File: src/hw/adcs_consts.svh
`ifndef ADCS_CONSTS_SVH
`define ADCS_CONSTS_SVH

// register byte offsets
`define ADCS_OFS_CTRL      8'h00
`define ADCS_OFS_RESULT    8'h04
`define ADCS_OFS_INJ       8'h08
`define ADCS_OFS_STATUS    8'h0c
`define ADCS_OFS_MASK      8'h10
`define ADCS_OFS_PINS      8'h14

// control register fields
`define ADCS_CTRL_CH_LSB   0
`define ADCS_CTRL_MODE_LSB 4
`define ADCS_CTRL_START    6
`define ADCS_CTRL_BUSY     7
`define ADCS_CTRL_PROTECT  8
`define ADCS_CTRL_WFR      9
`define ADCS_CTRL_CTC_LSB  10
`define ADCS_CTRL_STC_LSB  12
`define ADCS_CTRL_INJ_LSB  14
`define ADCS_CTRL_INJ_GO   18

// result registers: data in the low bits, channel above
`define ADCS_RES_CH_LSB    12

// status and mask bits
`define ADCS_ST_DONE       0
`define ADCS_ST_OVERRUN    1
`define ADCS_ST_INJ        2

// timing, in half oscillator periods, conversion clocks, sample clocks, clock cycles or picoseconds
`define ADCS_CC_DIV_00     7'd24
`define ADCS_CC_DIV_10     7'd96
`define ADCS_CC_DIV_11     7'd48
`define ADCS_CONV_CC       5'd14
`define ADCS_XFER_TCL      5'd4
`define ADCS_CAL_CC        5'd4
`define ADCS_SAMPLE_TSC    5'd2
`define ADCS_TCL_CYCLES    4
`define ADCS_CLK_PS        5000
`define ADCS_RESET_CAL_PS  1600000000

`endif

File: src/hw/adcs_pkg.sv
package adcs_pkg;

  typedef enum logic [5:0]
  {
    ADCS_IDLE    = 6'b000001,
    ADCS_SAMPLE  = 6'b000010,
    ADCS_CONVERT = 6'b000100,
    ADCS_XFER    = 6'b001000,
    ADCS_HOLD    = 6'b010000,
    ADCS_CAL     = 6'b100000
  } adcs_state_t;

  typedef enum logic [1:0]
  {
    ADCS_MODE_SINGLE      = 2'h0,
    ADCS_MODE_CONTINUOUS  = 2'h1,
    ADCS_MODE_SCAN_SINGLE = 2'h2,
    ADCS_MODE_SCAN_CONT   = 2'h3
  } adcs_mode_t;

endpackage

File: src/hw/adcs_sequencer.sv
// Summary of operation
// RL1: sixteen inputs muxed, ten bit result each
// RL2: unread result overwritten raises overrun interrupt
// RL3: protection mode suspends next conversion until read
// RL4: single mode converts channel once, then stops
// RL5: continuous mode repeats selected channel forever
// RL6: scan single converts each channel once, events
// RL7: scan continuous cycles through channels without stop
// RL8: wait-for-read buffers result, holds until read
// RL9: injected conversion goes to injection register, resumes
// RL10: conversion lasts 14 cc, 2 sc, 4 half-periods
// RL11: conversion clock code picks 24, 96, 48
// RL12: sample clock is 1,2,4,8 conversion clocks
// RL13: reset calibration 1.6 ms keeps busy set
// RL14: conversions during reset calibration extend it
// RL15: four clock calibration cycle after each conversion
// RL16: unused analog inputs readable as digital pins
// RL17: software configures before start, not while busy
// RL18: half oscillator period is divider base unit
`timescale 1ns/1ps
`include "adcs_consts.svh"

module adcs_sequencer
#(
  parameter int RESET_CAL_CYCLES = (`ADCS_RESET_CAL_PS + `ADCS_CLK_PS - 1) / `ADCS_CLK_PS,
  parameter int TCL_CYCLES       = `ADCS_TCL_CYCLES
)
(
  input  wire logic        aclk,
  input  wire logic        aresetn,
  input  wire logic [7:0]  s_axi_awaddr,
  input  wire logic        s_axi_awvalid,
  output logic             s_axi_awready,
  input  wire logic [31:0] s_axi_wdata,
  input  wire logic [3:0]  s_axi_wstrb,
  input  wire logic        s_axi_wvalid,
  output logic             s_axi_wready,
  output logic [1:0]       s_axi_bresp,
  output logic             s_axi_bvalid,
  input  wire logic        s_axi_bready,
  input  wire logic [7:0]  s_axi_araddr,
  input  wire logic        s_axi_arvalid,
  output logic             s_axi_arready,
  output logic [31:0]      s_axi_rdata,
  output logic [1:0]       s_axi_rresp,
  output logic             s_axi_rvalid,
  input  wire logic        s_axi_rready,
  output logic [3:0]       ana_channel_q,
  output logic             ana_sample_q,
  output logic             ana_convert_q,
  output logic             ana_calibrate_q,
  input  wire logic [9:0]  ana_result,
  input  wire logic [15:0] port_pins,
  output logic             irq_q
);

  localparam int CW = $clog2(RESET_CAL_CYCLES + 1);

  adcs_pkg::adcs_state_t st_q;
  adcs_pkg::adcs_mode_t  mode_q;
  logic [3:0]  chan_sel_q;
  logic [3:0]  cur_ch_q;
  logic [3:0]  conv_ch_q;
  logic [3:0]  inj_ch_q;
  logic        protect_q;
  logic        wfr_q;
  logic [1:0]  ctc_q;
  logic [1:0]  stc_q;
  logic        run_q;
  logic        inj_pend_q;
  logic        doing_inj_q;
  logic        unread_q;
  logic [4:0]  cnt_q;
  logic [9:0]  result_q;
  logic [3:0]  result_ch_q;
  logic [9:0]  inj_result_q;
  logic [3:0]  inj_ch_res_q;
  logic [9:0]  temp_q;
  logic [2:0]  status_q;
  logic [2:0]  mask_q;
  logic [CW-1:0] rcal_cnt_q;
  logic        busy_q;
  logic [15:0] pins_meta_q;
  logic [15:0] pins_q;
  logic        tcl_tick;
  logic        cc_tick;
  logic        wr_go;
  logic        rd_go;
  logic        rd_res;
  logic        ctrl_wr;
  logic        phase_tick;
  logic        phase_end;
  logic        continuous;
  logic        store_res;
  logic        store_inj;
  logic        start_ok;
  logic        wr_ok;
  logic        rd_ok;
  logic [4:0]  sample_len;
  logic [31:0] rd_mux;

  adcs_timebase #(.TCL_CYCLES(TCL_CYCLES)) u_timebase
  (
    .aclk       (aclk),
    .aresetn    (aresetn),
    .ctc        (ctc_q),
    .tcl_tick_q (tcl_tick),
    .cc_tick_q  (cc_tick)
  );

  // ---------------- bus slave ----------------
  // address and data are taken together; one write and one read at a time
  assign wr_go   = s_axi_awready && s_axi_awvalid && s_axi_wvalid;
  assign rd_go   = s_axi_arready && s_axi_arvalid;
  assign rd_res  = rd_go && (s_axi_araddr == `ADCS_OFS_RESULT);
  assign ctrl_wr = wr_go && (s_axi_awaddr == `ADCS_OFS_CTRL) && s_axi_wstrb[0] && s_axi_wstrb[2];

  always_comb
  begin
    wr_ok = 1'b1;
    if (s_axi_awaddr == `ADCS_OFS_CTRL || s_axi_awaddr == `ADCS_OFS_STATUS)
      wr_ok = 1'b1;
    else if (s_axi_awaddr == `ADCS_OFS_MASK)
      wr_ok = 1'b1;
    else
      wr_ok = 1'b0;
  end

  always_ff @(posedge aclk)
  begin
    if (!aresetn)
    begin
      s_axi_awready <= 1'b0;
      s_axi_wready  <= 1'b0;
      s_axi_bvalid  <= 1'b0;
      s_axi_bresp   <= 2'h0;
    end
    else
    begin
      s_axi_awready <= s_axi_awvalid && s_axi_wvalid && !s_axi_awready && !s_axi_bvalid;
      s_axi_wready  <= s_axi_awvalid && s_axi_wvalid && !s_axi_awready && !s_axi_bvalid;
      if (wr_go)
      begin
        s_axi_bvalid <= 1'b1;
        s_axi_bresp  <= wr_ok ? 2'h0 : 2'h2;
      end
      else if (s_axi_bready)
        s_axi_bvalid <= 1'b0;
    end
  end

  always_comb
  begin
    rd_ok  = 1'b1;
    rd_mux = 32'h0;
    if (s_axi_araddr == `ADCS_OFS_CTRL)
    begin
      rd_mux[`ADCS_CTRL_CH_LSB +: 4]   = chan_sel_q;
      rd_mux[`ADCS_CTRL_MODE_LSB +: 2] = mode_q;
      rd_mux[`ADCS_CTRL_BUSY]          = busy_q; // RL13
      rd_mux[`ADCS_CTRL_PROTECT]       = protect_q;
      rd_mux[`ADCS_CTRL_WFR]           = wfr_q;
      rd_mux[`ADCS_CTRL_CTC_LSB +: 2]  = ctc_q;
      rd_mux[`ADCS_CTRL_STC_LSB +: 2]  = stc_q;
      rd_mux[`ADCS_CTRL_INJ_LSB +: 4]  = inj_ch_q;
      rd_mux[`ADCS_CTRL_INJ_GO]        = inj_pend_q;
    end
    else if (s_axi_araddr == `ADCS_OFS_RESULT)
      rd_mux = {16'h0, result_ch_q, 2'h0, result_q};
    else if (s_axi_araddr == `ADCS_OFS_INJ)
      rd_mux = {16'h0, inj_ch_res_q, 2'h0, inj_result_q};
    else if (s_axi_araddr == `ADCS_OFS_STATUS)
      rd_mux = {29'h0, status_q};
    else if (s_axi_araddr == `ADCS_OFS_MASK)
      rd_mux = {29'h0, mask_q};
    else if (s_axi_araddr == `ADCS_OFS_PINS)
      rd_mux = {16'h0, pins_q}; // RL16
    else
      rd_ok = 1'b0;
  end

  always_ff @(posedge aclk)
  begin
    if (!aresetn)
    begin
      s_axi_arready <= 1'b0;
      s_axi_rvalid  <= 1'b0;
      s_axi_rdata   <= 32'h0;
      s_axi_rresp   <= 2'h0;
    end
    else
    begin
      s_axi_arready <= s_axi_arvalid && !s_axi_arready && !s_axi_rvalid;
      if (rd_go)
      begin
        s_axi_rvalid <= 1'b1;
        s_axi_rdata  <= rd_mux;
        s_axi_rresp  <= rd_ok ? 2'h0 : 2'h2;
      end
      else if (s_axi_rready)
        s_axi_rvalid <= 1'b0;
    end
  end

  // digital view of the analog pins; only the second stage is read
  always_ff @(posedge aclk)
  begin
    if (!aresetn)
    begin
      pins_meta_q <= 16'h0;
      pins_q      <= 16'h0;
    end
    else
    begin
      pins_meta_q <= port_pins;
      pins_q      <= pins_meta_q; // RL16
    end
  end

  // ---------------- configuration ----------------
  always_ff @(posedge aclk)
  begin
    if (!aresetn)
    begin
      chan_sel_q <= 4'h0;
      mode_q     <= adcs_pkg::ADCS_MODE_SINGLE;
      protect_q  <= 1'b0;
      wfr_q      <= 1'b0;
      ctc_q      <= 2'h0;
      stc_q      <= 2'h0;
      inj_ch_q   <= 4'h0;
      mask_q     <= 3'h0;
    end
    else if (wr_go)
    begin
      if (ctrl_wr)
      begin
        chan_sel_q <= s_axi_wdata[`ADCS_CTRL_CH_LSB +: 4];
        mode_q     <= adcs_pkg::adcs_mode_t'(s_axi_wdata[`ADCS_CTRL_MODE_LSB +: 2]);
        protect_q  <= s_axi_wdata[`ADCS_CTRL_PROTECT];
        wfr_q      <= s_axi_wdata[`ADCS_CTRL_WFR];
        ctc_q      <= s_axi_wdata[`ADCS_CTRL_CTC_LSB +: 2]; // RL11
        stc_q      <= s_axi_wdata[`ADCS_CTRL_STC_LSB +: 2]; // RL12
        inj_ch_q   <= s_axi_wdata[`ADCS_CTRL_INJ_LSB +: 4];
      end
      else if (s_axi_awaddr == `ADCS_OFS_MASK && s_axi_wstrb[0])
        mask_q <= s_axi_wdata[2:0];
    end
  end

  // ---------------- sequencer ----------------
  assign continuous = mode_q[0];
  assign sample_len = (`ADCS_SAMPLE_TSC << stc_q) - 5'h01; // RL12 RL10
  assign phase_tick = (st_q == adcs_pkg::ADCS_XFER) ? tcl_tick : cc_tick;
  assign phase_end  = phase_tick && (cnt_q == 5'h0);
  // no new regular conversion while the last result is unread and protection is on; a pending injection still starts
  assign start_ok   = !(protect_q && unread_q); // RL3
  assign store_res  = phase_end && (st_q == adcs_pkg::ADCS_XFER) && !doing_inj_q
                      && !(wfr_q && continuous && unread_q)
                      || (st_q == adcs_pkg::ADCS_HOLD && rd_res);
  assign store_inj  = phase_end && (st_q == adcs_pkg::ADCS_XFER) && doing_inj_q;

  always_ff @(posedge aclk)
  begin
    if (!aresetn)
    begin
      st_q        <= adcs_pkg::ADCS_IDLE;
      cnt_q       <= 5'h0;
      conv_ch_q   <= 4'h0;
      doing_inj_q <= 1'b0;
      temp_q      <= 10'h0;
    end
    else
    begin
      case (st_q)
        adcs_pkg::ADCS_IDLE:
        begin
          cnt_q <= sample_len;
          if (inj_pend_q && run_q && continuous)
          begin
            doing_inj_q <= 1'b1; // RL9
            conv_ch_q   <= inj_ch_q;
            st_q        <= adcs_pkg::ADCS_SAMPLE;
          end
          else if (run_q && start_ok)
          begin
            doing_inj_q <= 1'b0;
            conv_ch_q   <= cur_ch_q; // RL1
            st_q        <= adcs_pkg::ADCS_SAMPLE;
          end
        end
        adcs_pkg::ADCS_SAMPLE:
        begin
          if (phase_end)
          begin
            cnt_q <= `ADCS_CONV_CC - 5'h01;
            st_q  <= adcs_pkg::ADCS_CONVERT;
          end
          else if (cc_tick)
            cnt_q <= cnt_q - 5'h01;
        end
        adcs_pkg::ADCS_CONVERT:
        begin
          if (phase_end)
          begin
            cnt_q <= `ADCS_XFER_TCL - 5'h01; // RL10
            st_q  <= adcs_pkg::ADCS_XFER;
          end
          else if (cc_tick)
            cnt_q <= cnt_q - 5'h01;
        end
        adcs_pkg::ADCS_XFER:
        begin
          if (phase_end)
          begin
            cnt_q <= `ADCS_CAL_CC - 5'h01;
            if (!doing_inj_q && wfr_q && continuous && unread_q)
            begin
              temp_q <= ana_result; // RL8
              st_q   <= adcs_pkg::ADCS_HOLD;
            end
            else
              st_q <= adcs_pkg::ADCS_CAL;
          end
          else if (tcl_tick)
            cnt_q <= cnt_q - 5'h01;
        end
        adcs_pkg::ADCS_HOLD:
        begin
          if (rd_res)
            st_q <= adcs_pkg::ADCS_CAL; // RL8
        end
        adcs_pkg::ADCS_CAL:
        begin
          if (phase_end)
            st_q <= adcs_pkg::ADCS_IDLE; // RL15
          else if (cc_tick)
            cnt_q <= cnt_q - 5'h01;
        end
        default:
          st_q <= adcs_pkg::ADCS_IDLE;
      endcase
    end
  end

  // run control and channel walk; scans count down from the selected channel to 0
  always_ff @(posedge aclk)
  begin
    if (!aresetn)
    begin
      run_q    <= 1'b0;
      cur_ch_q <= 4'h0;
    end
    else if (ctrl_wr && s_axi_wdata[`ADCS_CTRL_START])
    begin
      run_q    <= 1'b1;
      cur_ch_q <= s_axi_wdata[`ADCS_CTRL_CH_LSB +: 4];
    end
    else if (store_res)
    begin
      if (mode_q == adcs_pkg::ADCS_MODE_SINGLE)
        run_q <= 1'b0; // RL4
      else if (mode_q[1] && cur_ch_q != 4'h0)
        cur_ch_q <= cur_ch_q - 4'h1; // RL6 RL7
      else if (mode_q == adcs_pkg::ADCS_MODE_SCAN_SINGLE)
        run_q <= 1'b0; // RL6
      else if (mode_q == adcs_pkg::ADCS_MODE_SCAN_CONT)
        cur_ch_q <= chan_sel_q; // RL7
    end
  end

  always_ff @(posedge aclk)
  begin
    if (!aresetn)
      inj_pend_q <= 1'b0;
    else if (ctrl_wr && s_axi_wdata[`ADCS_CTRL_INJ_GO])
      inj_pend_q <= 1'b1;
    else if (st_q == adcs_pkg::ADCS_IDLE && run_q && continuous)
      inj_pend_q <= 1'b0; // RL9
    else if (!run_q || !continuous)
      inj_pend_q <= 1'b0;
  end

  // result registers; the held copy is released by the read that frees the register
  always_ff @(posedge aclk)
  begin
    if (!aresetn)
    begin
      result_q     <= 10'h0;
      result_ch_q  <= 4'h0;
      inj_result_q <= 10'h0;
      inj_ch_res_q <= 4'h0;
    end
    else
    begin
      if (store_res)
      begin
        result_q    <= (st_q == adcs_pkg::ADCS_HOLD) ? temp_q : ana_result; // RL5 RL7
        result_ch_q <= conv_ch_q;
      end
      if (store_inj)
      begin
        inj_result_q <= ana_result; // RL9
        inj_ch_res_q <= conv_ch_q;
      end
    end
  end

  // a store in the same cycle as the read keeps the flag set
  always_ff @(posedge aclk)
  begin
    if (!aresetn)
      unread_q <= 1'b0;
    else if (store_res)
      unread_q <= 1'b1;
    else if (rd_res)
      unread_q <= 1'b0;
  end

  // sticky events, write one to clear, set wins
  always_ff @(posedge aclk)
  begin
    if (!aresetn)
      status_q <= 3'h0;
    else
    begin
      for (int i = 0; i < 3; i++)
      begin
        if (wr_go && s_axi_awaddr == `ADCS_OFS_STATUS && s_axi_wstrb[0] && s_axi_wdata[i])
          status_q[i] <= 1'b0;
      end
      if (store_res)
        status_q[`ADCS_ST_DONE] <= 1'b1; // RL6
      if (store_res && unread_q && !protect_q && st_q != adcs_pkg::ADCS_HOLD)
        status_q[`ADCS_ST_OVERRUN] <= 1'b1; // RL2
      if (store_inj)
        status_q[`ADCS_ST_INJ] <= 1'b1;
    end
  end

  always_ff @(posedge aclk)
  begin
    if (!aresetn)
      irq_q <= 1'b0;
    else
      irq_q <= |(status_q & mask_q);
  end

  // reset calibration only advances while no conversion runs, so it stretches
  always_ff @(posedge aclk)
  begin
    if (!aresetn)
      rcal_cnt_q <= CW'(RESET_CAL_CYCLES);
    else if (rcal_cnt_q != '0 && st_q == adcs_pkg::ADCS_IDLE)
      rcal_cnt_q <= rcal_cnt_q - CW'(1); // RL14
  end

  always_ff @(posedge aclk)
  begin
    if (!aresetn)
    begin
      busy_q          <= 1'b1;
      ana_channel_q   <= 4'h0;
      ana_sample_q    <= 1'b0;
      ana_convert_q   <= 1'b0;
      ana_calibrate_q <= 1'b0;
    end
    else
    begin
      busy_q          <= rcal_cnt_q != '0 || run_q || st_q != adcs_pkg::ADCS_IDLE; // RL13
      ana_channel_q   <= conv_ch_q; // RL1
      ana_sample_q    <= st_q == adcs_pkg::ADCS_SAMPLE;
      ana_convert_q   <= st_q == adcs_pkg::ADCS_CONVERT;
      ana_calibrate_q <= st_q == adcs_pkg::ADCS_CAL
                         || (rcal_cnt_q != '0 && st_q == adcs_pkg::ADCS_IDLE); // RL15
    end
  end

  chk_busy_in_cal: assert property ( // RL13
    @(posedge aclk) disable iff (!aresetn)
    (rcal_cnt_q != '0) |=> busy_q)
    else $error("busy low during reset calibration");

  chk_overrun_flag: assert property ( // RL2
    @(posedge aclk) disable iff (!aresetn)
    (store_res && unread_q && !protect_q && st_q == adcs_pkg::ADCS_XFER)
    |=> status_q[`ADCS_ST_OVERRUN])
    else $error("overrun not flagged");

  chk_suspend_start: assert property ( // RL3
    @(posedge aclk) disable iff (!aresetn)
    (st_q == adcs_pkg::ADCS_IDLE && protect_q && unread_q && !inj_pend_q)
    |=> st_q != adcs_pkg::ADCS_SAMPLE)
    else $error("conversion started over unread result");

  chk_single_stop: assert property ( // RL4
    @(posedge aclk) disable iff (!aresetn)
    (store_res && mode_q == adcs_pkg::ADCS_MODE_SINGLE && !ctrl_wr) |=> !run_q)
    else $error("single mode did not stop");

  chk_conv_to_xfer: assert property ( // RL10
    @(posedge aclk) disable iff (!aresetn)
    (st_q == adcs_pkg::ADCS_CONVERT && phase_end)
    |=> st_q == adcs_pkg::ADCS_XFER && cnt_q == `ADCS_XFER_TCL - 5'h01)
    else $error("conversion phase did not end into transfer");

  chk_wfr_hold: assert property ( // RL8
    @(posedge aclk) disable iff (!aresetn)
    (st_q == adcs_pkg::ADCS_HOLD && !rd_res) |=> st_q == adcs_pkg::ADCS_HOLD
    && $stable(result_q))
    else $error("held result released without read");

  chk_inj_resume: assert property ( // RL9
    @(posedge aclk) disable iff (!aresetn)
    (store_inj && !wr_go) |=> run_q && $stable(mode_q) && $stable(result_q)
    && st_q == adcs_pkg::ADCS_CAL)
    else $error("injection disturbed the running mode");

  chk_cal_after_conv: assert property ( // RL15
    @(posedge aclk) disable iff (!aresetn)
    (st_q == adcs_pkg::ADCS_XFER && phase_end)
    |=> (st_q == adcs_pkg::ADCS_CAL || st_q == adcs_pkg::ADCS_HOLD)
    && cnt_q == `ADCS_CAL_CC - 5'h01)
    else $error("no calibration cycle armed after conversion");

endmodule

File: src/hw/adcs_timebase.sv
`timescale 1ns/1ps
`include "adcs_consts.svh"

module adcs_timebase
#(
  parameter int TCL_CYCLES = `ADCS_TCL_CYCLES
)
(
  input  wire logic       aclk,
  input  wire logic       aresetn,
  input  wire logic [1:0] ctc,
  output logic            tcl_tick_q,
  output logic            cc_tick_q
);

  logic [7:0] pre_q;
  logic [6:0] tcl_cnt_q;
  logic [6:0] div;

  // reserved code 01 falls back to the fastest setting
  always_comb
  begin
    if (ctc == 2'h2)
      div = `ADCS_CC_DIV_10;
    else if (ctc == 2'h3)
      div = `ADCS_CC_DIV_11;
    else
      div = `ADCS_CC_DIV_00;
  end

  // half oscillator period as base unit of every divider
  always_ff @(posedge aclk)
  begin
    if (!aresetn)
      pre_q <= 8'h00;
    else if (pre_q == 8'(TCL_CYCLES - 1))
      pre_q <= 8'h00;
    else
      pre_q <= pre_q + 8'h01; // RL18
  end

  always_ff @(posedge aclk)
  begin
    if (!aresetn)
    begin
      tcl_cnt_q  <= 7'h00;
      tcl_tick_q <= 1'b0;
      cc_tick_q  <= 1'b0;
    end
    else
    begin
      tcl_tick_q <= (pre_q == 8'(TCL_CYCLES - 1));
      cc_tick_q  <= 1'b0;
      if (pre_q == 8'(TCL_CYCLES - 1))
      begin
        if (tcl_cnt_q >= div - 7'h01)
        begin
          tcl_cnt_q <= 7'h00;
          cc_tick_q <= 1'b1; // RL11
        end
        else
          tcl_cnt_q <= tcl_cnt_q + 7'h01;
      end
    end
  end

endmodule

File: config.mk
export PLATFORM = sky130hd
export DESIGN_NAME = adcs_sequencer
export DESIGN_NICKNAME = d
export VERILOG_FILES = /design/src/hw/adcs_pkg.sv /design/src/hw/adcs_sequencer.sv /design/src/hw/adcs_timebase.sv
export VERILOG_INCLUDE_DIRS = /design/src /design/src/hw
export SDC_FILE = /design/constraint.sdc
export NUM_CORES = 1
export LEC_CHECK = 0
export BUFFER_PORTS_ARGS = -buffer_cell sky130_fd_sc_hd__buf_2
export CORE_MARGIN = 1.5
export CORE_UTILIZATION = 55
export CTS_CLUSTER_SIZE = 40
export DETAILED_ROUTE_END_ITERATION = 12
export PLACE_DENSITY = 0.83
export SYNTH_ARGS = -nofsm -noshare
export SYNTH_HDL_FRONTEND = slang
export SYNTH_SLANG_ARGS = --single-unit
File: constraint.sdc
create_clock -name aclk -period 5.24 [get_ports aclk]
set_input_delay 0.524 -clock aclk [delete_from_list [all_inputs] [get_ports aclk]]
set_output_delay 0.524 -clock aclk [all_outputs]
set_load 0.03 [all_outputs]
==> run summary, run 1 <==
The run finished with clean final reports. After clock tree synthesis, the flow added hold-fix buffers numbering 0. Walking the worst path, the cells encountered are and2_1 > nand3b_1 > o32ai_2 > buf_4 > nor2_1 > a311oi_1. The cell count after synthesis came out at 979. The internal portion of the total power is 0.00250 W. For the number of antenna violations at the first check in global routing, the log shows 0.

Clock tree synthesis inserted a total of 17 buffers. The logs give 4 for the number of H-tree levels and 0 for the number of max-capacitance violations reported. In this run the horizontal extent of the chip is 127 um. The vertical die dimension is 127 um, and the number of gates resized after cts is 0. For this run, the number of Yosys warnings is 0. Sorting the synthesized cells by area gives the leading types as dfxtp_1 44%, nand2_1 5.4%, mux2i_1 4.9%, nor2_1 4.5%, a21oi_1 4.3%. Dividing the detail-routed wire length by the instance count gives 17.3 um. Data arrives at the worst endpoint at 3.64 ns. The static leakage was 3.63 nW. Standard cell with the maximum stage delay on the critical path: o32ai_2. For this run, the post-layout net count is 1142. From synthesis to final layout, the design area changed by 13.0%. Of the total power, the clock network draws 36.9%. Across all setup checks in the final design, the least slack found is 1.94 ns. For this run, the total global-route usage over all layers was measured as 27.2%.

The floorplan step defined a die boundary enclosing 16100 um2. The per-instance average area after synthesis is 8.63 um2. The type of the tightest min-delay check was input pin to register. Measured against its own limit, the worst slew margin works out to 20.8%. The number of nets with antenna violations after detailed routing came out at 0. The tools report the relative contribution of sequential cells to total power as 44.3%. For the worst voltage drop across the vdd grid, the log shows 0.000243 V. Kind of cell adding the most delay to the critical path: compound AO/OA/AOI/OAI gates. The worst setup path is captured at a register. The clock transition at the register clock pins on the worst setup and hold paths after CTS was 0.07 ns; the transition at the pin with the smallest max-transition slack was 1.18 ns. After the first detailed-routing iteration, the DRC count stood at 833.

In the final layout, the share of cells above drive strength 1 is 15.3%. Entering global routing, the biggest net connects 70 pins. The worst path uses 63.1% of the clock period. Once the floorplan was initialized, standard cells occupied 56.0% of the core. Combinational cells account for 18.8% of the total power. Setup violations remaining at the end of the flow were counted as 0.

CTS placed an instance of clkbuf_16 at the clock tree root. After filler insertion, the fill cell instance count of the layout stands at 1258. Switching power share of the total: 29.7%. The worst clock skew on the final layout is 0.00925 ns, and the global placer's final weighted congestion is 0.931. The number of enable-type register cells in the synthesized netlist was 0; the global-route wire length before repair was 34.5 mm. Summed over all nets, the half-perimeter wirelength after detailed placement is 14.3 mm. The peak clock frequency supported by timing was 303 MHz. The tightest hold path in the finished design has a slack of 0.292 ns. The maximum fanout encountered on the critical timing path is 18, and the final wirelength is 21.6 mm.

The number of pins with negative max-slew slack in the final report came out at 0. For the count of pins on the block boundary, the log shows 134. Post-synthesis instance area: 8450 um2.

Once the clock tree was built, the setup fixing pass inserted 0 buffers. Via count of the first global-routing pass: 7006. The via count normalized by instance count works out to 6.01. After synthesis, the netlist uses 79 different library cells. Counting along the longest clock path gives a buffer depth of 2.

Setup repair after global routing left no endpoint under its margin. In this design, the stage delay of the slowest critical-path cell is 1.14 ns. The largest area contributor in the netlist is dfxtp_1. The power density over the cells is 372 nW/um2. In this run the power spent charging and discharging nets is 0.00105 W. The first detailed-routing pass ran for 5 iterations. TritonCTS built the clock tree. Sequential cells were found to cover 43.8% of the synthesized design area. The worst setup path is of the register to register kind. Number of vias in the routed layout: 7506. The final critical-path required period came out at 3.30 ns. Cells fill 63.3% of the core in the end.

Launching element type of the critical path: a register. Counting every sink on the clock net gives 185. The design draws 0.00355 W. In the final timing run, aggregate negative setup slack is 0 ns. The sum of buffers and inverters on the critical path was 1. The number of register bits inferred by synthesis works out to 185.

In this run the tool buffered the top-level ports with 102 buffer cells. The total overflow left after global routing is 0. The endpoint required time on the critical path came out at 5.57 ns. Most common flop cell mapped by yosys: dfxtp_1.

The logs give 0 for the final routed DRC violation total and 0 for the antenna cell count. The initialized floorplan defines 45 standard-cell rows. In the synthesized netlist the async set-or-reset flop fraction comes to 0%.

The share of the synthesized area in the top cell type came out at 43.8%. Before CTS, the worst setup slack after placement is 1.78 ns. Clock latency on the worst-skew pair, taken at its later pin, is 0.43 ns. The tools report the core area as 15100 um2.

Count of endpoints failing hold in the final timing report: 0.
[power by group through the flow]
stage / clock, W / sequential (W) / combinational (W)
global placement: 0 / 0.00160 / 0.000636
floorplan: 0 / 0.00157 / 0.000549
finish: 0.00131 / 0.00157 / 0.000667
detailed placement: 0 / 0.00160 / 0.000647
global route: 0.00139 / 0.00159 / 0.000736
CTS: 0.00133 / 0.00157 / 0.000657
[worst register-to-register path: stages (launching register included)]
cell and delay (ns):
dfxtp_1 0.36, and2_1 0.38, nand3b_1 0.61, o32ai_2 1.14
buf_4 0.38, nor2_1 0.07, a311oi_1 0.26
[metal layers]
| metal | up-vias | wire length, um | track usage [%] |
|---|---|---|---|
| li1 | 3572 | - | - |
| met1 | 3526 | 8950 | 34.4 |
| met2 | 356 | 9960 | 43.6 |
| met3 | 52 | 2000 | 6.33 |
| met4 | 0 | 670 | 13.8 |
| met5 | - | 0 | 0 |
[cell usage in the layout (no fill, tap or decap), types with 9 or more instances in the layout]
cell type,Yosys,routed
a211oi_1,13,13
buf_2,11,102
o21ai_0,39,39
inv_1,21,21
and2_1,49,49
ha_1,9,9
nand4_1,12,12
mux2i_1,41,41
dfxtp_1,185,185
nor2_1,101,101
clkbuf_16,0,17
nor3_1,15,13
a21oi_1,73,73
nand2_1,122,122
xnor2_1,9,9
xor2_1,18,18
a22oi_1,14,14
nor4_1,11,10
nand2b_1,9,9
a221o_1,12,12
a311oi_1,15,15
nand3_1,30,30
conb_1,1,15
[layout make-up]
| type | count | area, um2 | share of cell area, % |
|---|---|---|---|
| multi-input combinational | 713 | 4360 | 45.7 |
| sequential | 185 | 3700 | 38.8 |
| timing repair buffer | 109 | 563 | 5.90 |
| clock buffer | 20 | 437 | 4.57 |
| tap | 188 | 235 | 2.46 |
| clock inverter | 12 | 165 | 1.73 |
| inverter | 22 | 83.8 | 0.878 |
[flip-flops by register name (all words and copies together) (netlist names), 5 cells and up]
register / cells
rcal_cnt_q: 19
st_q: 6
s_axi_rdata: 19
inj_result_q: 10
cnt_q: 5
result_q: 10
temp_q: 10
u_timebase.tcl_cnt_q: 7
pins_q: 16
u_timebase.pre_q: 8
pins_meta_q: 16
[Yosys cell counts, types with 4 or more instances]
cell type    n
a211oi_1    13
a21boi_0     4
a21oi_1     73
a221o_1     12
a22oi_1     14
a311oi_1    15
a31oi_1      4
and2_1      49
and3_1       5
buf_1        4
buf_2       11
buf_4       19
clkbuf_1    36
dfxtp_1    185
ha_1         9
inv_1       21
mux2i_1     41
nand2_1    122
nand2b_1     9
nand3_1     30
nand3b_1     4
nand4_1     12
nor2_1     101
nor2b_1      7
nor3_1      15
nor4_1      11
nor4b_1      4
o211ai_1     6
o21ai_0     39
o31ai_1      4
or4_1        5
xnor2_1      9
xor2_1      18
[logic make-up (layout without fill, tap and decap cells)]
group | after synthesis | after routing | synth area share [%]
AND/OR/NAND/NOR | 397 | 397 | 23.8
adder cells (fa/ha/maj) | 9 | 9 | 1.33
flip-flops | 185 | 185 | 43.8
multiplexers | 41 | 41 | 4.86
AO/OA/AOI/OAI | 224 | 224 | 17.8
buffers and inverters | 95 | 163 | 5.49
other | 1 | 15 | 0.0444
XOR/XNOR | 27 | 27 | 2.80
[final timing paths]
path | start | end | slack [ns] | cells after the start
max | s_axi_arready$_SDFF_PN0_ | result_q[1]$_SDFFE_PN0P_ | 1.94 | 6
min | port_pins[1] | pins_meta_q[1]$_SDFF_PN0_ | 0.29 | 2
max reg2reg | s_axi_arready$_SDFF_PN0_ | result_q[1]$_SDFFE_PN0P_ | 1.94 | 6
min reg2reg | pins_meta_q[14]$_SDFF_PN0_ | pins_q[14]$_SDFF_PN0_ | 0.43 | 1
[metrics by stage]
step | std cells | instance area (um2)
6_report | 1249 | 9550
5_1_grt | 1249 | 9550
4_1_cts | 1249 | 9550
3_5_place_dp | 1217 | 8940
3_3_place_gp | 1217 | 8940
2_1_floorplan | 993 | 8500
(Power assumes the default switching activity.)
==> run 2, diff against run 1 <==
CORE_UTILIZATION = 51   (was 55)
PLACE_DENSITY = 0.81   (was 0.83)
clock period = 2.8 ns   (was 5.24 ns; I/O delays follow)
==> run 2 against run 1 <==
  * Clock skew hardly changed
  * Setup slack lost 1.6 ns
  * Hold slack worse by 0.26 ns
  * Critical path depth down 1
  * Register-to-register slack worse by 1.6 ns
  * Largest cell class unchanged
  * Largest power group unchanged
  * Highest routed layer unchanged
==> run summary, run 2 (same netlist as run 1, synthesis figures left out) <==
The run finished with clean final reports. The final global-route overflow total was 0. The footprint of the flip-flops and latches is 3700 um2.

Across the run, the number of max-cap violations was 0. The number of vias in the routed layout is 7412. Counting both buffers and inverters, the worst setup path holds a total of 0.

In the final layout, the multi-input gates occupy 4350 um2. Setup repair after global routing left no endpoint under its margin. Routability-driven placement finished with a final weighted congestion of 0.926. The worst setup path is captured at a register.

The run gives 1160 as the number of nets in the layout. The number of antenna violations at the first check in global routing was 0; the depth of the worst register-to-register path was 5. Worst voltage drop across the vdd grid: 0.000452 V. The run gives 17 as the number of buffers created by CTS.

No sink is reached through more buffers than the 2 on the longest clock path. The tightest slew margin relative to the limit was 38.6%; the core area was 16100 um2. Dividing the detail-routed via count by the number of cells gives 5.72. The library cells used most frequently in the layout, excluding fill and tap cells, are 185 x dfxtp_1, 122 x nand2_1, 102 x buf_2, 101 x nor2_1, 73 x a21oi_1.

The run gives 25.0% as the overall track demand over capacity in global routing. The kind of cell adding the most delay to the critical path is compound AO/OA/AOI/OAI gates. For the count of endpoints failing hold in the final timing report, the log shows 0. Walking the worst path, the cells encountered are nor4b_4 > nand4_1 > o32a_1 > o311ai_0 > o22ai_1. The largest registers in the layout are rcal_cnt_q x19, s_axi_rdata x19. The critical path crosses 5 cells after its start point. The clock insertion delay at the later pin of the skew report was 0.44 ns.

After floorplanning, the core was divided into 46 placement rows. STA puts the critical path data arrival time at 2.74 ns. For the final routed database, the setup TNS stands at 0 ns.

The run gives 17300 um2 as the area enclosed by the die boundary. The critical path in this run is classified as register to register. For the pin with the worst max-slew slack, the measured transition is 0.918 ns. The number of pins with negative max-slew slack in the final report is 0, and the via count of the first global-routing pass is 6987. The cell depth of the worst hold path was 2; the pin count of the biggest net entering global routing was 69. Routed wire length per instance: 16.4 um.

In the routed design, unresolved DRC markers number 0. The total cell area at the placement stage is 9130 um2, and the biggest cell delay along the critical path is 0.60 ns. After clock tree synthesis, the setup repair step added 0 buffers. The detailed placement HPWL is 14.9 mm, and the setup-violating endpoint count in the final report is 0. Count of hold buffers inserted by post-cts repair: 0. Root buffer cell: clkbuf_16.

The final clock period utilization by the worst path was 86.4%. The count of pins on the block boundary was 134; the maximum fanout encountered on the critical timing path was 12. Standard cell with the maximum stage delay on the critical path: dfxtp_1. The initial detailed-routing violation count was 547; the number of I/O port buffers was 102. The first global-routing pass estimated 34.8 mm of wire.

The final critical-path required period is 2.42 ns. Relative to the synthesized area, the layout overhead comes to 14.9%. The initial utilization of the core area, before any placement, comes to 52.6%. Static timing analysis puts the maximum clock frequency at 413 MHz. The number of H-tree levels is 4. The vertical die dimension was 132 um. The clock transition at the register clock pins on the worst setup and hold paths after CTS is 0.07 ns, and the number of nets with antenna violations after detailed routing is 0. The worst clock skew on the final layout was 0.00932 ns. Dividing total power by cell area gives a power density of 672 nW/um2. Total number of clock tree sinks: 185. Of the cells placed in the final design, the portion with a size suffix greater than 1 is 16.9%. The min-delay analysis places its worst path in the category input pin to register. The worst setup path is launched from a register.

The number of fillers in the final layout is 1371. TritonCTS built the clock tree. Total non-filler cell area in the finished layout: 9710 um2. The most frequent standard cell in the layout excluding fill and tap cells is dfxtp_1.

STA puts the critical path data required time at 3.12 ns. For the count of TritonRoute iterations in the first routing pass, the log shows 5. The static leakage is 3.72 nW. The number of gates resized after CTS was 0.

The logs give 0 for the antenna cell count and 21.3 mm for the final wirelength. The die is 132 um wide.
==> run 2: cell count changes in the layout (fill, tap and decap cells not counted), sizes merged <==
cell / change
buf: +18
bufinv: -3
clkbuf: -2
clkinvlp: -1
inv: +2
clkinv: +4
==> run 2: path summary, 6_finish.rpt <==
check,start,to,slack [ns]
hold / removal,port_pins[1],pins_meta_q[1]$_SDFF_PN0_,0.03
setup / recovery,st_q[3]$_SDFFE_PN0P_,cur_ch_q[2]$_SDFFE_PN0P_,0.38
setup reg to reg,st_q[3]$_SDFFE_PN0P_,cur_ch_q[2]$_SDFFE_PN0P_,0.38
hold reg to reg,pins_meta_q[8]$_SDFF_PN0_,pins_q[8]$_SDFF_PN0_,0.43
==> run 2: metal layers <==
layer  global-route usage (%)  share of wire (%)
met5                        0                  0
met4                     12.7                3.2
met3                     5.21                8.0
met2                     38.7                 45
met1                     33.1                 44
==> run 2: layout make-up <==
| type | count | area share (%) |
|---|---|---|
| sequential | 185 | 38.1 |
| timing repair buffer | 127 | 7.45 |
| tap | 216 | 2.78 |
| inverter | 22 | 0.863 |
| clock inverter | 14 | 1.40 |
| clock buffer | 18 | 4.52 |
| multi-input combinational | 713 | 44.8 |
==> run 2: per-stage QoR <==
stage                     total power [W]  std cells  util (%)  hold slack [ns]  setup WS, ns
after detailed placement          0.00425       1263      56.9            0.418         0.434
after global placement            0.00421       1263      56.9            0.414         0.529
after floorplan                   0.00396        993         -            0.399         0.807
after CTS                         0.00655       1295      60.5           0.0231         0.428
final                             0.00653       1295      60.5           0.0349         0.380
after global routing              0.00683       1295      60.5           0.0240         0.230
==> run 2: where the power goes <==
part | switching, W | leakage (nW) | total [W] | internal (W)
logic | 0.000769 | 1.94 | 0.00127 | 0.000501
registers | 0.000169 | 1.50 | 0.00294 | 0.00277
clock network | 0.00112 | 0.277 | 0.00231 | 0.00120
total | 0.00206 | 3.72 | 0.00653 | 0.00447
==> run 3, diff against run 2 <==
CORE_UTILIZATION = 34   (was 51)
PLACE_DENSITY = 0.59   (was 0.81)
==> run 3 against run 2 <==
  * Critical path type unchanged
  * Sequential cell count unchanged
  * Clock power up 5%
  * Setup slack better by 0.077 ns
  * Final cell count up 8.0%
  * Routed wire length up 6.4%
  * Combinational power about the same
  * Via count down 0.96%
  * Non-clock buffer count down 4
  * Power up 1.6%
  * Largest cell class unchanged
  * First-iteration DRC count up 0.55%
==> run summary, run 3 (same netlist as run 1, synthesis figures left out) <==
The flow ran to the end, and the final reports show no timing, DRC or antenna violations. The classification of the worst setup path was register to register. Hold timing on the final database bottoms out at a slack of 0.0333 ns. Global routing finished with a remaining overflow of 0. The critical path goes through inv_1 > ha_1 > nor4b_4 > nand4_1 > o32a_1 > o311ai_0 > o22ai_1. The pre-CTS worst setup slack is 0.516 ns, and the setup-violating endpoint count in the final report is 0.

Peak clock frequency supported by timing: 427 MHz. TritonCTS built the clock tree. Number of pins with negative max-slew slack in the final report: 0. Compared with the post-synthesis result, the final layout area differs by 16.3%. The count of endpoints failing hold in the final timing report came out at 0. Standard cell with the maximum stage delay on the critical path: o32a_1. In the final layout, the registers with the most flip-flops are rcal_cnt_q x19, s_axi_rdata x19.

The floorplan has 57 rows. Via count normalized by instance count: 5.25. 0 antenna diodes ended up in the layout. Dividing the final minimum period by the clock period gives 83.7%.

Core area: 24300 um2. The clock transition at the register clock pins on the worst setup and hold paths after CTS was 0.08 ns; the total power was 0.00663 W. The run gives 95 as the pin count of the biggest net entering global routing. The longest clock path from root to sink contains 2 buffers. The worst hold path belongs to the class input pin to register. For this design the static power due to leakage is 3.71 nW.

The global-route wire length before repair is 36.3 mm, and the power density over the cells is 675 nW/um2. Summed over all failing endpoints, the final setup total negative slack is 0 ns. In this run the vertical extent of the chip is 161 um.

Summing over every cut layer, the via total after detailed routing is 7341. The routed design has 22.7 mm of wire. The area enclosed by the die boundary was 25800 um2. IR analysis of the VDD net gives a maximum drop of 0.000313 V. The detailed placement HPWL was 15.7 mm; the clock insertion delay at the later pin of the skew report was 0.45 ns. Max-cap violations in this run came to 0.

The clock net in this run drives a total of 185 sinks. Via count of the first global-routing pass: 6755. The count of hold buffers inserted by post-cts repair was 0; the number of antenna violations at the first check in global routing was 0. The final routed DRC violation total came out at 0. Of the cells placed in the final design, the portion with a size suffix greater than 1 is 16.6%. Number of H-tree levels: 4. The sequential cells in the finished layout cover a total of 3700 um2. The number of gates resized after cts came out at 0. The cell sitting at the root of the clock tree is a clkbuf_16. The number of I/O port buffers works out to 102. The kind of cell adding the most delay to the critical path was compound AO/OA/AOI/OAI gates. Data on the critical path is required at its endpoint by 3.12 ns. After clock tree synthesis, the setup repair step added 0 buffers. Clock tree synthesis inserted a total of 17 buffers.

The worst path needs 2.34 ns of the cycle, external delays included. Leaving out fill and tap cells, the most frequent cells in the layout are 185 x dfxtp_1, 122 x nand2_1, 102 x buf_2, 101 x nor2_1, 73 x a21oi_1. The critical path arrival is 2.66 ns.

Sum of buffers and inverters on the critical path: 1. In the final layout, the multi-input gates occupy 4350 um2. Before antenna repair, the detailed router went through 6 iterations. After detailed routing, the average wire length per cell comes to 16.2 um.

The largest single stage delay on the critical path is 0.43 ns. Global routing used 17.9% of the available tracks. The net count of the finished layout is 1156. The tightest slew margin relative to the limit is 27.0%. Setup repair after global routing left no endpoint under its margin. The number of nets with antenna violations after detailed routing is 0, and the count of pins on the block boundary is 134. The tools report the effective utilization at floorplan as 34.7%. The worst setup path is captured at a register.

The worst setup path is launched from a register. For the final database, setup skew stands at 0.0131 ns. Most frequent standard cell in the layout excluding fill and tap cells: dfxtp_1.

The maximum fanout encountered on the critical timing path is 11. The transition at the pin with the smallest max-transition slack works out to 1.09 ns. In the post-route analysis, the smallest setup slack over all paths is 0.457 ns. The run gives 0.857 as the global placer's final weighted congestion. The die outline width was 161 um; the number of fillers in the final layout was 2484.

After the first detailed-routing iteration, the DRC count stood at 550.
-- run 3: cell types whose count changed in the layout (fill, tap and decap cells not counted), moves of 2 or more --
cell	change
clkinv_8	+2
buf_4	-3
inv_8	+2
clkinv_4	-3
-- run 3: worst paths after layout --
kind | startpoint | to | slack (ns) | cells past startpoint
max | cnt_q[1]$_SDFFE_PN0P_ | cur_ch_q[2]$_SDFFE_PN0P_ | 0.46 | 7
min | port_pins[4] | pins_meta_q[4]$_SDFF_PN0_ | 0.03 | 2
max reg2reg | cnt_q[1]$_SDFFE_PN0P_ | cur_ch_q[2]$_SDFFE_PN0P_ | 0.46 | 7
min reg2reg | pins_meta_q[5]$_SDFF_PN0_ | pins_q[5]$_SDFF_PN0_ | 0.44 | 1
-- run 3: metrics by stage --
step	instances	cell area [um2]	utilization (%)
4_1_cts	1399	9830	40.4
6_report	1399	9830	40.4
2_1_floorplan	993	8500	-
3_5_place_dp	1367	9230	37.9
3_3_place_gp	1367	9230	37.9
5_1_grt	1399	9830	40.4
-- run 3: metal layers --
metal	GRT usage (%)	wire, um	vias to the layer above
li1	-	-	3610
met1	25.0	10800	3477
met2	27.1	10100	224
met3	4.05	1400	30
met4	6.12	374	0
met5	0	0	-
-- run 3: area by class of cell --
cell class	instances	area share [%]
Multi-Input combinational cell	713	44.3
Sequential cell	185	37.7
Timing Repair Buffer	123	6.93
Clock buffer	17	4.33
Tap cell	324	4.13
Clock inverter	15	1.77
Inverter	22	0.853
-- run 3: where the power goes --
part | switching, W | internal [W] | total [W]
combinational | 0.000763 | 0.000499 | 0.00126
clock | 0.00122 | 0.00121 | 0.00243
sequential | 0.000168 | 0.00277 | 0.00294
total | 0.00215 | 0.00448 | 0.00663
